File: src/rtl/fesp_map.vh
// Register map, field positions and reset values of the flash error/protection block
`ifndef FESP_MAP_VH
`define FESP_MAP_VH

// ***************************************
// Register byte offsets
// ***************************************
`define FESP_CFG_OFS 12'h004
`define FESP_ERR_OFS 12'h008
`define FESP_PROT_OFS 12'h00C
`define FESP_STAT_OFS 12'h010

// ***************************************
// Field positions
// ***************************************
`define FESP_SFIE_BIT 0
`define FESP_DFIE_BIT 1
`define FESP_IGN_BIT 4
`define FESP_SFLT_BIT 0
`define FESP_DFLT_BIT 1
`define FESP_VIOL_BIT 4
`define FESP_POPEN_BIT 7
`define FESP_RNV_BIT 6
`define FESP_HDIS_BIT 5
`define FESP_HS_MSB 4
`define FESP_HS_LSB 3
`define FESP_LDIS_BIT 2
`define FESP_LS_MSB 1
`define FESP_LS_LSB 0

// ***************************************
// Reset values and addresses
// ***************************************
`define FESP_CFG_RST 8'h00
`define FESP_ERR_RST 2'h0
`define FESP_PROT_FULL 8'h7F
`define FESP_HI_TOP 23'h7FFFFF
`define FESP_HI_BASE0 23'h7FF800
`define FESP_HI_BASE1 23'h7FF000
`define FESP_HI_BASE2 23'h7FE000
`define FESP_HI_BASE3 23'h7FC000
`define FESP_LO_BASE 23'h7F8000
`define FESP_LO_END0 23'h7F83FF
`define FESP_LO_END1 23'h7F87FF
`define FESP_LO_END2 23'h7F8FFF
`define FESP_LO_END3 23'h7F9FFF

`endif

File: src/rtl/fesp_range_check.v
// Decides whether a program-flash address is protected under a protection byte
`include "fesp_map.vh"
`default_nettype none

module fesp_range_check
(
   // Protection setting
   input wire [7:0] prot,
   // Address under test
   input wire [22:0] addr,
   output reg is_protected
);

   reg [22:0] hi_base;
   reg [22:0] lo_end;
   reg in_hi;
   reg in_lo;

   always @*
   begin
      case (prot[`FESP_HS_MSB:`FESP_HS_LSB])
         2'h0: hi_base = `FESP_HI_BASE0;
         2'h1: hi_base = `FESP_HI_BASE1;
         2'h2: hi_base = `FESP_HI_BASE2;
         default: hi_base = `FESP_HI_BASE3;
      endcase
      case (prot[`FESP_LS_MSB:`FESP_LS_LSB])
         2'h0: lo_end = `FESP_LO_END0;
         2'h1: lo_end = `FESP_LO_END1;
         2'h2: lo_end = `FESP_LO_END2;
         default: lo_end = `FESP_LO_END3;
      endcase
      // Range hit counts only when its disable bit is clear
      in_hi = !prot[`FESP_HDIS_BIT] && (addr >= hi_base) && (addr <= `FESP_HI_TOP);
      in_lo = !prot[`FESP_LDIS_BIT] && (addr >= `FESP_LO_BASE) && (addr <= lo_end);
      // Open mode: ranges are protected; closed mode: ranges are the only holes
      if (prot[`FESP_POPEN_BIT])
         is_protected = in_hi || in_lo;
      else
         is_protected = !(in_hi || in_lo);
   end

endmodule

`default_nettype wire

File: src/rtl/fesp_prot_guard.v
// Accepts a protection write only when the protected region does not shrink
`include "fesp_map.vh"
`default_nettype none

module fesp_prot_guard
(
   // Current and written protection bytes
   input wire [7:0] cur,
   input wire [7:0] wr,
   // Merged candidate and its acceptance
   output reg [7:0] cand,
   output reg accept
);

   reg h_old;
   reg l_old;
   reg h_new;
   reg l_new;

   always @*
   begin
      cand = cur;
      cand[`FESP_POPEN_BIT] = wr[`FESP_POPEN_BIT];
      cand[`FESP_HDIS_BIT] = wr[`FESP_HDIS_BIT];
      cand[`FESP_LDIS_BIT] = wr[`FESP_LDIS_BIT];
      // Size fields move only while their range is disabled
      if (cur[`FESP_HDIS_BIT])
         cand[`FESP_HS_MSB:`FESP_HS_LSB] = wr[`FESP_HS_MSB:`FESP_HS_LSB];
      if (cur[`FESP_LDIS_BIT])
         cand[`FESP_LS_MSB:`FESP_LS_LSB] = wr[`FESP_LS_MSB:`FESP_LS_LSB];
      h_old = !cur[`FESP_HDIS_BIT];
      l_old = !cur[`FESP_LDIS_BIT];
      h_new = !cand[`FESP_HDIS_BIT];
      l_new = !cand[`FESP_LDIS_BIT];
      // High and low ranges never overlap, so per-range checks suffice
      case ({cur[`FESP_POPEN_BIT], cand[`FESP_POPEN_BIT]})
         2'b11: accept = (!h_old || h_new) && (!l_old || l_new);
         2'b10: accept = (!h_old || !h_new) && (!l_old || !l_new);
         2'b00: accept = (h_old || !h_new) && (l_old || !l_new);
         default: accept = 1'b0;
      endcase
   end

endmodule

`default_nettype wire

File: src/rtl/fesp_top.v
// Flash error flags and program-flash protection register with APB access
// ***************************************
// How it works
// - Double-fault flag sets on uncorrectable read or read of busy block.
// - Double-fault flag clears only on a written one.
// - Single-fault flag sets on corrected read or busy read unless ignored.
// - Single-fault flag clears only on a written one.
// - Error flags read back; writes can only clear them.
// - Protection writes take effect only if protection does not shrink.
// - Protection register loads from the nonvolatile byte during reset.
// - Double fault on that load gives full protection, open bit clear.
// - Program or erase of protected address is refused, violation flag set.
// - Block erase refused when any sector of the block is protected.
// - Open bit chooses protected ranges (1) or unprotected ranges (0).
// - High-range disable bit 5 turns off the range ending at top.
// - High size field writable only while high range disabled.
// - Low-range disable bit 2 turns off the range from base.
// - Low size field writable only while low range disabled.
// - Open with both disabled: nothing protected; closed: all protected.
// - Closed with a range enabled: only enabled ranges programmable.
// - Each fault flag requests an interrupt while its enable is set.
// ***************************************
//
// Decided for this implementation: register access over APB.
`include "fesp_map.vh"
`default_nettype none

module fesp_top
#(
   parameter AW = 12
)
(
   // Clock and reset
   input wire pclk,
   input wire presetn,
   // APB slave
   input wire psel,
   input wire penable,
   input wire pwrite,
   input wire [AW-1:0] paddr,
   input wire [31:0] pwdata,
   input wire [3:0] pstrb,
   output reg [31:0] prdata,
   output reg pready,
   output reg pslverr,
   // Nonvolatile load during reset sequence
   input wire nv_load,
   input wire [7:0] nv_byte,
   input wire nv_double_err,
   // Array read results
   input wire rd_done,
   input wire rd_single_err,
   input wire rd_double_err,
   input wire rd_busy_block,
   // Program and erase requests
   input wire pe_req,
   input wire pe_block_erase,
   input wire [22:0] pe_addr,
   output reg pe_grant,
   output reg pe_refuse,
   // Status outputs
   output reg protection_violation_flag,
   output reg double_fault_irq,
   output reg single_fault_irq,
   output reg [7:0] prot_out
);

   // ***************************************
   // Register state
   // ***************************************
   reg [7:0] flash_config_register;
   reg double_fault_flag;
   reg single_fault_flag;
   reg [7:0] program_flash_protection;
   reg viol;

   reg [31:0] next_rdata;
   reg next_err;
   reg next_double;
   reg next_single;
   reg next_viol;
   reg [7:0] next_prot;

   // Next values of the configuration register and of the bus, grant, refuse and interrupt outputs
   reg [7:0] next_cfg;
   reg next_ready;
   reg next_slverr;
   reg [31:0] next_prdata;
   reg next_grant;
   reg next_refuse;
   reg next_dirq;
   reg next_sirq;

   wire setup = psel && !penable;
   wire acc_done = psel && penable && pready;
   wire wr_done = acc_done && pwrite && !pslverr && pstrb[0];
   wire ign = flash_config_register[`FESP_IGN_BIT];
   wire dfie = flash_config_register[`FESP_DFIE_BIT];
   wire sfie = flash_config_register[`FESP_SFIE_BIT];

   // Full address compare, so aliases of the four registers answer with an error
   wire hit_cfg = (paddr == `FESP_CFG_OFS);
   wire hit_err = (paddr == `FESP_ERR_OFS);
   wire hit_prot = (paddr == `FESP_PROT_OFS);
   wire hit_stat = (paddr == `FESP_STAT_OFS);
   wire mapped = hit_cfg || hit_err || hit_prot || hit_stat;

   // ***************************************
   // Protection helpers
   // ***************************************
   wire addr_prot;
   wire [7:0] cand;
   wire accept;

   fesp_range_check u_range
   (
      .prot(program_flash_protection),
      .addr(pe_addr),
      .is_protected(addr_prot)
   );

   fesp_prot_guard u_guard
   (
      .cur(program_flash_protection),
      .wr(pwdata[7:0]),
      .cand(cand),
      .accept(accept)
   );

   // Any sector protected unless open mode with both ranges off
   wire block_prot = !(program_flash_protection[`FESP_POPEN_BIT] &&
                       program_flash_protection[`FESP_HDIS_BIT] &&
                       program_flash_protection[`FESP_LDIS_BIT]);
   wire pe_bad = pe_block_erase ? block_prot : addr_prot;

   // ***************************************
   // Read mux
   // ***************************************
   always @*
   begin
      next_rdata = 32'h00000000;
      next_err = !mapped;
      if (hit_cfg)
         next_rdata[7:0] = flash_config_register;
      if (hit_err)
      begin
         next_rdata[`FESP_DFLT_BIT] = double_fault_flag;
         next_rdata[`FESP_SFLT_BIT] = single_fault_flag;
      end
      if (hit_prot)
         next_rdata[7:0] = program_flash_protection;
      if (hit_stat)
         next_rdata[`FESP_VIOL_BIT] = viol;
   end

   // ***************************************
   // Next-state of flags and protection
   // ***************************************
   always @*
   begin
      next_double = double_fault_flag;
      next_single = single_fault_flag;
      next_viol = viol;
      next_prot = program_flash_protection;
      // Clears first so that a same-cycle event still wins
      if (wr_done && hit_err && pwdata[`FESP_DFLT_BIT])
         next_double = 1'b0;
      if (wr_done && hit_err && pwdata[`FESP_SFLT_BIT])
         next_single = 1'b0;
      if (wr_done && hit_stat && pwdata[`FESP_VIOL_BIT])
         next_viol = 1'b0;
      if (wr_done && hit_prot && accept)
         next_prot = cand;
      if (rd_done && (rd_double_err || rd_busy_block))
         next_double = 1'b1;
      if (rd_done && !ign && (rd_single_err || rd_busy_block))
         next_single = 1'b1;
      if (pe_req && pe_bad)
         next_viol = 1'b1;
      // The load is the reset sequence and overrides any software write
      if (nv_load)
      begin
         if (nv_double_err)
         begin
            next_prot = `FESP_PROT_FULL;
            next_double = 1'b1;
         end
         else
            next_prot = nv_byte;
      end
   end

   // ***************************************
   // APB handshake
   // ***************************************
   // Ready is registered from the setup phase, so no wait state and every bus output from a flip-flop
   always @*
   begin
      next_ready = setup;
      // Response holds between transfers; only setup and completion move it
      next_slverr = pslverr;
      next_prdata = prdata;
      if (setup)
      begin
         next_slverr = next_err;
         // Writes return zero so stale register data never reaches the bus
         next_prdata = pwrite ? 32'h00000000 : next_rdata;
      end
      else if (acc_done)
      begin
         next_slverr = 1'b0;
         next_prdata = 32'h00000000;
      end
   end

   always @(posedge pclk or negedge presetn)
   begin
      if (!presetn)
      begin
         pready <= 1'b0;
         pslverr <= 1'b0;
         prdata <= 32'h00000000;
      end
      else
      begin
         pready <= next_ready;
         pslverr <= next_slverr;
         prdata <= next_prdata;
      end
   end

   // ***************************************
   // Configuration register
   // ***************************************
   // Only the three assigned bits take write data
   always @*
   begin
      next_cfg = flash_config_register;
      if (wr_done && hit_cfg)
      begin
         // Unassigned bits are kept at zero so reads show no stray state
         next_cfg = 8'h00;
         next_cfg[`FESP_IGN_BIT] = pwdata[`FESP_IGN_BIT];
         next_cfg[`FESP_DFIE_BIT] = pwdata[`FESP_DFIE_BIT];
         next_cfg[`FESP_SFIE_BIT] = pwdata[`FESP_SFIE_BIT];
      end
   end

   always @(posedge pclk or negedge presetn)
   begin
      if (!presetn)
         flash_config_register <= `FESP_CFG_RST;
      else
         flash_config_register <= next_cfg;
   end

   // ***************************************
   // Error flags, violation and protection
   // ***************************************
   // Protection rests fully closed until the nonvolatile load arrives
   always @(posedge pclk or negedge presetn)
   begin
      if (!presetn)
      begin
         double_fault_flag <= 1'b0;
         single_fault_flag <= 1'b0;
         viol <= 1'b0;
         program_flash_protection <= `FESP_PROT_FULL;
      end
      else
      begin
         double_fault_flag <= next_double;
         single_fault_flag <= next_single;
         viol <= next_viol;
         program_flash_protection <= next_prot;
      end
   end

   // ***************************************
   // Program and erase gate
   // ***************************************
   // Decided on the live register; the prot_out copy lags by a cycle
   always @*
   begin
      next_grant = 1'b0;
      next_refuse = 1'b0;
      if (pe_req)
      begin
         // Exactly one answer per request, never both
         if (pe_bad)
            next_refuse = 1'b1;
         else
            next_grant = 1'b1;
      end
   end

   always @(posedge pclk or negedge presetn)
   begin
      if (!presetn)
      begin
         pe_grant <= 1'b0;
         pe_refuse <= 1'b0;
      end
      else
      begin
         pe_grant <= next_grant;
         pe_refuse <= next_refuse;
      end
   end

   // ***************************************
   // Registered status outputs
   // ***************************************
   // Outputs lag the flags by one cycle so each comes from a flip-flop
   // Masking here leaves the flags themselves untouched by the enables
   always @*
   begin
      next_dirq = double_fault_flag && dfie;
      next_sirq = single_fault_flag && sfie;
   end

   always @(posedge pclk or negedge presetn)
   begin
      if (!presetn)
      begin
         double_fault_irq <= 1'b0;
         single_fault_irq <= 1'b0;
         protection_violation_flag <= 1'b0;
         prot_out <= `FESP_PROT_FULL;
      end
      else
      begin
         double_fault_irq <= next_dirq;
         single_fault_irq <= next_sirq;
         protection_violation_flag <= viol;
         prot_out <= program_flash_protection;
      end
   end

endmodule

`default_nettype wire

File: config.mk
export PLATFORM = sky130hd
export DESIGN_NAME = fesp_top
export DESIGN_NICKNAME = d
export VERILOG_FILES = /design/src/rtl/fesp_range_check.v /design/src/rtl/fesp_prot_guard.v /design/src/rtl/fesp_top.v
export VERILOG_INCLUDE_DIRS = /design/src /design/src/rtl
export SDC_FILE = /design/constraint.sdc
export NUM_CORES = 1
export LEC_CHECK = 0
export CAP_MARGIN = 0
export CORE_ASPECT_RATIO = 0.6
export CORE_MARGIN = 2
export CORE_UTILIZATION = 59
export CTS_BUF_LIST = sky130_fd_sc_hd__clkbuf_4
export DETAILED_ROUTE_END_ITERATION = 12
export DONT_BUFFER_PORTS = 1
export PLACE_DENSITY = 0.82
export RECOVER_POWER = 100
export SYNTH_ARGS = -nofsm -noshare
export SYNTH_HDL_FRONTEND = slang
export SYNTH_SLANG_ARGS = --single-unit
export TNS_END_PERCENT = 5
File: constraint.sdc
create_clock -name pclk -period 2.2 [get_ports pclk]
set_input_delay 0.44 -clock pclk [delete_from_list [all_inputs] [get_ports pclk]]
set_output_delay 0.44 -clock pclk [all_outputs]
set_load 0.01 [all_outputs]
# Word level (Yosys, flattened, before mapping)
# Cells that the tools add are included.
dict set report word_totals {
  reg_bits 61
  inputBits 92
  output_inout_bits 47
  elab_cells 124
}
dict set report op_classes {
  magnitude_cmp 4
  n_eq_ne 10
  mux 31
  n_reduce_logical 62
}
# op count
set ops {}
lappend ops {{two-way mux 32 bit} 2}
lappend ops {{one-hot mux 14 bit (3 select lines)} 1}
lappend ops {{two-way mux 8 bit} 5}
lappend ops {{one-hot mux 13 bit (3 select lines)} 1}
lappend ops {{logical AND 1 bit} 29}
lappend ops {{== test 12 x 4 -> 1 bit, second input constant} 2}
lappend ops {{greater-or-equal comparator 23 bit} 1}
lappend ops {{greater-or-equal comparator 23 bit, second input constant} 1}
lappend ops {{less-or-equal comparator 23 bit} 1}
lappend ops {{less-or-equal comparator 23 bit, second input constant} 1}
lappend ops {{two-way mux 1 bit} 17}
lappend ops {{== test 12 x 3 -> 1 bit, second input constant} 1}
lappend ops {{== test 12 x 5 -> 1 bit, second input constant} 1}
lappend ops {{logical OR 1 bit} 12}
lappend ops {{nonzero test 2 bit} 6}
lappend ops {{zero test 1 bit} 10}
lappend ops {{== test 2 bit, second input constant} 4}
lappend ops {{zero test 2 bit} 3}
lappend ops {{two-way mux 2 bit} 3}
lappend ops {{two-way mux 5 bit} 1}
lappend ops {{== test 2 x 1 -> 1 bit, second input constant} 2}
lappend ops {{AND reduction 2 bit} 2}
lappend ops {{one-hot mux 1 bit (3 select lines)} 1}

# Depth between registers and ports, before layout
dict set report depth {
  depth_word 11
  mapped_depth 8
  ltp_nobuf 8
}

# Cells and area by module
# From an unflattened synthesis, not the netlist that was laid out.
dict set report hier_totals {
  hier_cells 220
  hier_area_um2 2239.6
}
# module instances cells_per_inst area_per_inst_um2 seq_area_each_um2
set by_module_without_submodules {}
lappend by_module_without_submodules {fesp_top 1 165 1816.7 943.4}
lappend by_module_without_submodules {fesp_range_check 1 36 280.3 0.0}
lappend by_module_without_submodules {fesp_prot_guard 1 19 142.6 0.0}

# Worst setup path after synthesis
# OpenSTA, ideal clock, no wires.
dict set report synth_path {
  kind {register to register}
  startpoint {register program_flash_protection[4]}
  endpoint {register pe_grant}
  setup_time_ns 0.119
  arrival_ns 1.976
  setup_slack_ns 0.106
  path_stages_with_launch 8
  path_buffers 0
  cell_sequence {dfstp_2 -> nor2_1 -> ha_1 -> or4b_1 -> nor4_1 -> o311ai_1 -> and4_4 -> o21a_1}
}
dict set report synth_between {
  elab_chain_cells 11
  elab_cells_between_ends 13
  classes_between {order compare: 1; eq/ne: 2; mux: 5; reduce/logical: 5}
}
# element line
set synth_rtl {}
lappend synth_rtl {{start: declaration} fesp_top.v:74} ;# reg [7:0] program_flash_protection;
lappend synth_rtl {{start signal: assignment} fesp_top.v:268} ;# program_flash_protection <= `FESP_PROT_FULL;
lappend synth_rtl {{start signal: assignment} fesp_top.v:275} ;# program_flash_protection <= next_prot;
lappend synth_rtl {{== test 2 bit, or another cell as far along} fesp_range_check.v:21} ;# case (prot[`FESP_HS_MSB:`FESP_HS_LSB])
lappend synth_rtl {{one-hot mux 14 bit (3 select lines) (*)} fesp_range_check.v:21}
lappend synth_rtl {{greater-or-equal comparator 23 bit (*)} fesp_range_check.v:34} ;# in_hi = !prot[`FESP_HDIS_BIT] && (addr >= hi_base) && (addr <= `FESP_HI_TOP);
lappend synth_rtl {{logical AND 1 bit (*) (2 in a row)} fesp_range_check.v:34}
lappend synth_rtl {{logical OR 1 bit (*)} {fesp_range_check.v:38, fesp_range_check.v:40}}
lappend synth_rtl {{zero test 1 bit} fesp_range_check.v:40} ;# is_protected = !(in_hi || in_lo);
lappend synth_rtl {{two-way mux 1 bit (*)} fesp_range_check.v:37} ;# if (prot[`FESP_POPEN_BIT])
lappend synth_rtl {{two-way mux 1 bit (*)} fesp_top.v:134} ;# wire pe_bad = pe_block_erase ? block_prot : addr_prot;
lappend synth_rtl {{two-way mux 1 bit (*)} fesp_top.v:290} ;# if (pe_bad)
lappend synth_rtl {{two-way mux 1 bit (*)} fesp_top.v:287} ;# if (pe_req)
lappend synth_rtl {{named net next_grant} fesp_top.v:89} ;# reg next_grant;
lappend synth_rtl {{end signal: assignment} fesp_top.v:306} ;# pe_grant <= next_grant;
lappend synth_rtl {{end: declaration} fesp_top.v:59} ;# output reg pe_grant,
# The timed path passes the listed nets; every way through them passes the cells marked *.
# A chain may end at the register's enable or synchronous reset.

# Final worst setup path
dict set report layout_path {
  startpoint {register program_flash_protection[1]}
  endpoint {register pe_grant}
}
dict set report layout_between {
  elab_chain_cells 10
  elab_cells_between_ends 12
  classes_between {order compare: 1; eq/ne: 2; mux: 5; reduce/logical: 4}
}
# element line
set layout_rtl {}
lappend layout_rtl {{== test 2 bit, or another cell as far along} fesp_range_check.v:27} ;# case (prot[`FESP_LS_MSB:`FESP_LS_LSB])
lappend layout_rtl {{one-hot mux 13 bit (3 select lines) (*)} fesp_range_check.v:27}
lappend layout_rtl {{less-or-equal comparator 23 bit (*)} fesp_range_check.v:35} ;# in_lo = !prot[`FESP_LDIS_BIT] && (addr >= `FESP_LO_BASE) && (addr <= lo_end);
lappend layout_rtl {{logical AND 1 bit (*)} fesp_range_check.v:35}
lappend layout_rtl {{logical OR 1 bit (*)} {fesp_range_check.v:38, fesp_range_check.v:40}}
lappend layout_rtl {{zero test 1 bit} fesp_range_check.v:40}
lappend layout_rtl {{two-way mux 1 bit (*)} fesp_range_check.v:37}
lappend layout_rtl {{two-way mux 1 bit (*)} fesp_top.v:134}
lappend layout_rtl {{two-way mux 1 bit (*)} fesp_top.v:290}
lappend layout_rtl {{two-way mux 1 bit (*)} fesp_top.v:287}
lappend layout_rtl {{named net next_grant} fesp_top.v:89}
# Marked as above.

==> impl_metrics.toml <==
[floorplanning]
start_util = 0.6347
coreArea_um2 = 3363
io_pins = 139
placementRows = 16
design.die.area_um2 = 4131
die_w_um = 81.65
chipHeight_um = 50.59

[place]
dp_slack_ns = -0.03299
gp_congestion = 0.8679
portBuffers = 0
dpl.cell_count = 255
dp_hpwl_mm = 3.714
place_area_um2 = 2095

[power_and_ir_drop]
powerDensity_nw_per_um2 = 673.6
p_leak_nw = 0.9824
ir_worst_vdd_mv = 0.3762

[layout]
area_delta_synth_final_pct = 4.279
final_util = 0.6618
final_area_um2 = 2226
final_net_count = 317
final_layout_size_suffix_gt1_frac = 0.1227
stdcell_count = 265
ff_latch_area_um2 = 943.4
fillers = 288
multi_input_area_um2 = 1041
diodes = 0

[sta]
fmax_mhz = 479.5
worst_slack_ns = 0.1147
max_slew.worst_pin.slew_ns = 0.9713
clock-skew-final_ns = 0.007492
setup_tns_ns = 0
rsz0062_at_grt = "false"
report.final.slew_viol_count = 0
finalCriticalPeriod_ns = 2.085
setup_viol = 0
hold_viol_final = 0
slew_headroom = 0.3456
finalCritPeriodShare = 0.9479

[status]
run_status = "completed"

[synthesis]
synthArstFlopShare = 1.000
yosys-top-cells-area = "dfrtp_1 (27%), dfstp_2 (17%), buf_4 (8.4%)"
synth_edf_count = 0
syn_area_um2 = 2135
yosysWarnings = 0
synth_cell_types = 51
yosysTopAreaCell = "dfrtp_1"
yosys.area.top_type_share = 0.2696
postSynthAreaPerCell_um2 = 9.975
synthFlopType = "dfrtp_1"
ys_ff_latch = 37
synthCells = 214
ys_seq_area_frac = 0.4420

[run]
drv_cap = 0

[worst_hold_path]
hp-start = "pwrite"
hold_path.class = "in -> reg"

[setup_path]
startpoint = "program_flash_protection[1]"
worst_ep_required_time_ns = 2.49
slowest_stage = "dfstp_1"
cp_slowest_stage_delay_ns = 0.62
crit_path_end_kind = "register"
crit_path_max_fanout = 5
worstReg2RegStart = "program_flash_protection[1]"
cp.buffers_inverters = 0
critPathLaunchType = "register"
path_class = "reg -> reg"
critPathTopFamily = "compound AO/OA/AOI/OAI gates"
critPathArrivalTime_ns = 2.37
cp_cell_sequence = "nand2_1 -> ha_1 -> nand4_1 -> nor4_1 -> o211ai_1 -> a21oi_1 -> o21a_1"

[route]
first_pass_iters = 4
vias = 1608
drt_iter0_markers = 148
ant_nets = 0
avgRoutedWirePerCell_um = 18.22
viasPerCell = 6.068
routed_wl_mm = 4.828
drc = 0

[global_routing]
grt-ovfl-total = 0
grt_max_degree = 38
antenna_found_initial = 0
grt_pass1_wl_mm = 7.300
grt_usage = 0.2378
grt_pass1_vias = 1482

[clock_tree]
cts_sinks = 37
htreeDepth = 2
insertion_delay_ns = 0.34
cts_tree = "yes"
path_clk_slew_ns = 0.12
root_buffer = "clkbuf_4"
clock_path_buffers = 2
cts_buffers = 5
-- worst paths after layout --
kind | cells past startpoint | slack [ns] | endpoint
hold / removal | 1 | 0.18 | prdata[4]
setup / recovery | 7 | 0.11 | pe_grant
setup reg to reg | 7 | 0.11 | pe_grant
max in group asynchronous | 2 | 0.89 | prdata[1]
hold reg to reg | 0 | 0.40 | prot_out[6]
min in group asynchronous | 2 | 0.75 | prot_out[7]
-- cells in the mapped netlist (3+ instances only) --
master and number:
nor4_1 3, dfrtp_1 23, a22o_1 7, mux2_1 3, buf_4 24, nand3_1 8, nor2_1 9, inv_1 11
clkbuf_1 4, nor3b_1 3, o21ai_1 5, nand2_1 18, a21oi_1 3, a31oi_1 8, ha_1 6, dfstp_2 14
nor2b_1 6, o32a_1 5, o21a_1 3, nor3_1 8, nand4_1 3
-- flip-flops by register name, summed over array words and instances (netlist names) --
register and count:
double_fault_flag 1, double_fault_irq 1, flash_config_register 3, pe_grant 1, pe_refuse 1, prdata 8, pready 1, program_flash_protection 8
prot_out 8, protection_violation_flag 1, pslverr 1, single_fault_flag 1, single_fault_irq 1, viol 1
-- through the flow --
| stage | total power, mW | hold WS, ns |
|---|---|---|
| floorplan | 0.9242 | 0.1444 |
| global placement | 0.9129 | 0.1451 |
| detailed placement | 0.9178 | 0.1451 |
| CTS | 1.513 | 0.1792 |
| global route | 1.576 | 0.1802 |
| finish | 1.499 | 0.1837 |
-- layout by cell type, fill, tap and decap left out, types with 2 or more instances in the layout --
cell type / instances
conb_1: 24
dfrtp_1: 23
nand2_1: 18
inv_1: 11
nor2_1: 9
nand3_1: 9
dfstp_1: 9
nor3_1: 8
a31oi_1: 8
a22o_1: 7
nor2b_1: 6
ha_1: 6
o32a_1: 5
clkbuf_4: 5
dfstp_2: 5
o21ai_0: 4
nand4_1: 3
a21oi_1: 3
o21a_1: 3
nor3b_1: 3
o21ai_1: 3
mux2_1: 3
nor4_1: 2
a21o_1: 2
or4_1: 2
and4b_1: 2
o31ai_1: 2
o21bai_1: 2
o221ai_1: 2
bufinv_16: 2
buf_4: 2
clkbuf_1: 2
-- cell families after synthesis --
kind of cell,share of synthesized area
AOI/OAI and AO/OA,0.1653
xor gates and xnor gates,0.004104
adders and majority gates,0.03517
buffers and inverters,0.1207
DFF,0.4420
muxes,0.01583
other,0.001757
and+or+nand+nor,0.2151
-- report_power, final --
part / leakage, nW / switching, mW / internal, mW
combinational: 0.498 / 0.0979 / 0.0612
sequential: 0.429 / 0.0402 / 0.721
clock: 0.0552 / 0.227 / 0.352
total: 0.982 / 0.365 / 1.13
-- repair_timing --
| item | CTS | global route |
|---|---|---|
| endpoints found under the setup margin | 3 | 3 |
| resized for setup | 1 | 3 |
| endpoints found under the hold margin | 37 | 0 |
| pin swaps | 1 | 2 |
| buffers inserted | 0 | 0 |
| hold buffers | 2 | 0 |
-- layer usage --
| layer | global-route usage | vias to the layer above | share of wire | wire length [um] |
|---|---|---|---|---|
| met5 | 0 | - | 0 | 0 |
| met4 | 0.03333 | 0 | 0.0021 | 10 |
| met3 | 0.1079 | 2 | 0.14 | 697 |
| met2 | 0.3333 | 98 | 0.44 | 2109 |
| met1 | 0.3449 | 767 | 0.42 | 2010 |
| li1 | - | 741 | - | - |
-- area by class of cell --
| class | count | share of cell area |
|---|---|---|
| Clock buffer | 5 | 0.01686 |
| Clock inverter | 3 | 0.02923 |
| Inverter | 12 | 0.02024 |
| Multi-Input combinational cell | 157 | 0.4677 |
| Sequential cell | 37 | 0.4238 |
| Tap cell | 45 | 0.02530 |
| Timing Repair Buffer | 6 | 0.01686 |
-- worst reg2reg max path, delay by kind of cell, from the launching register on --
| kind | cells | cell delay, ns |
|---|---|---|
| and+or+nand+nor | 3 | 0.48 |
| AOI/OAI and AO/OA | 3 | 0.65 |
| adders and majority gates | 1 | 0.30 |
| DFF | 1 | 0.62 |
No activity file was read; power rests on OpenSTA's default activity.
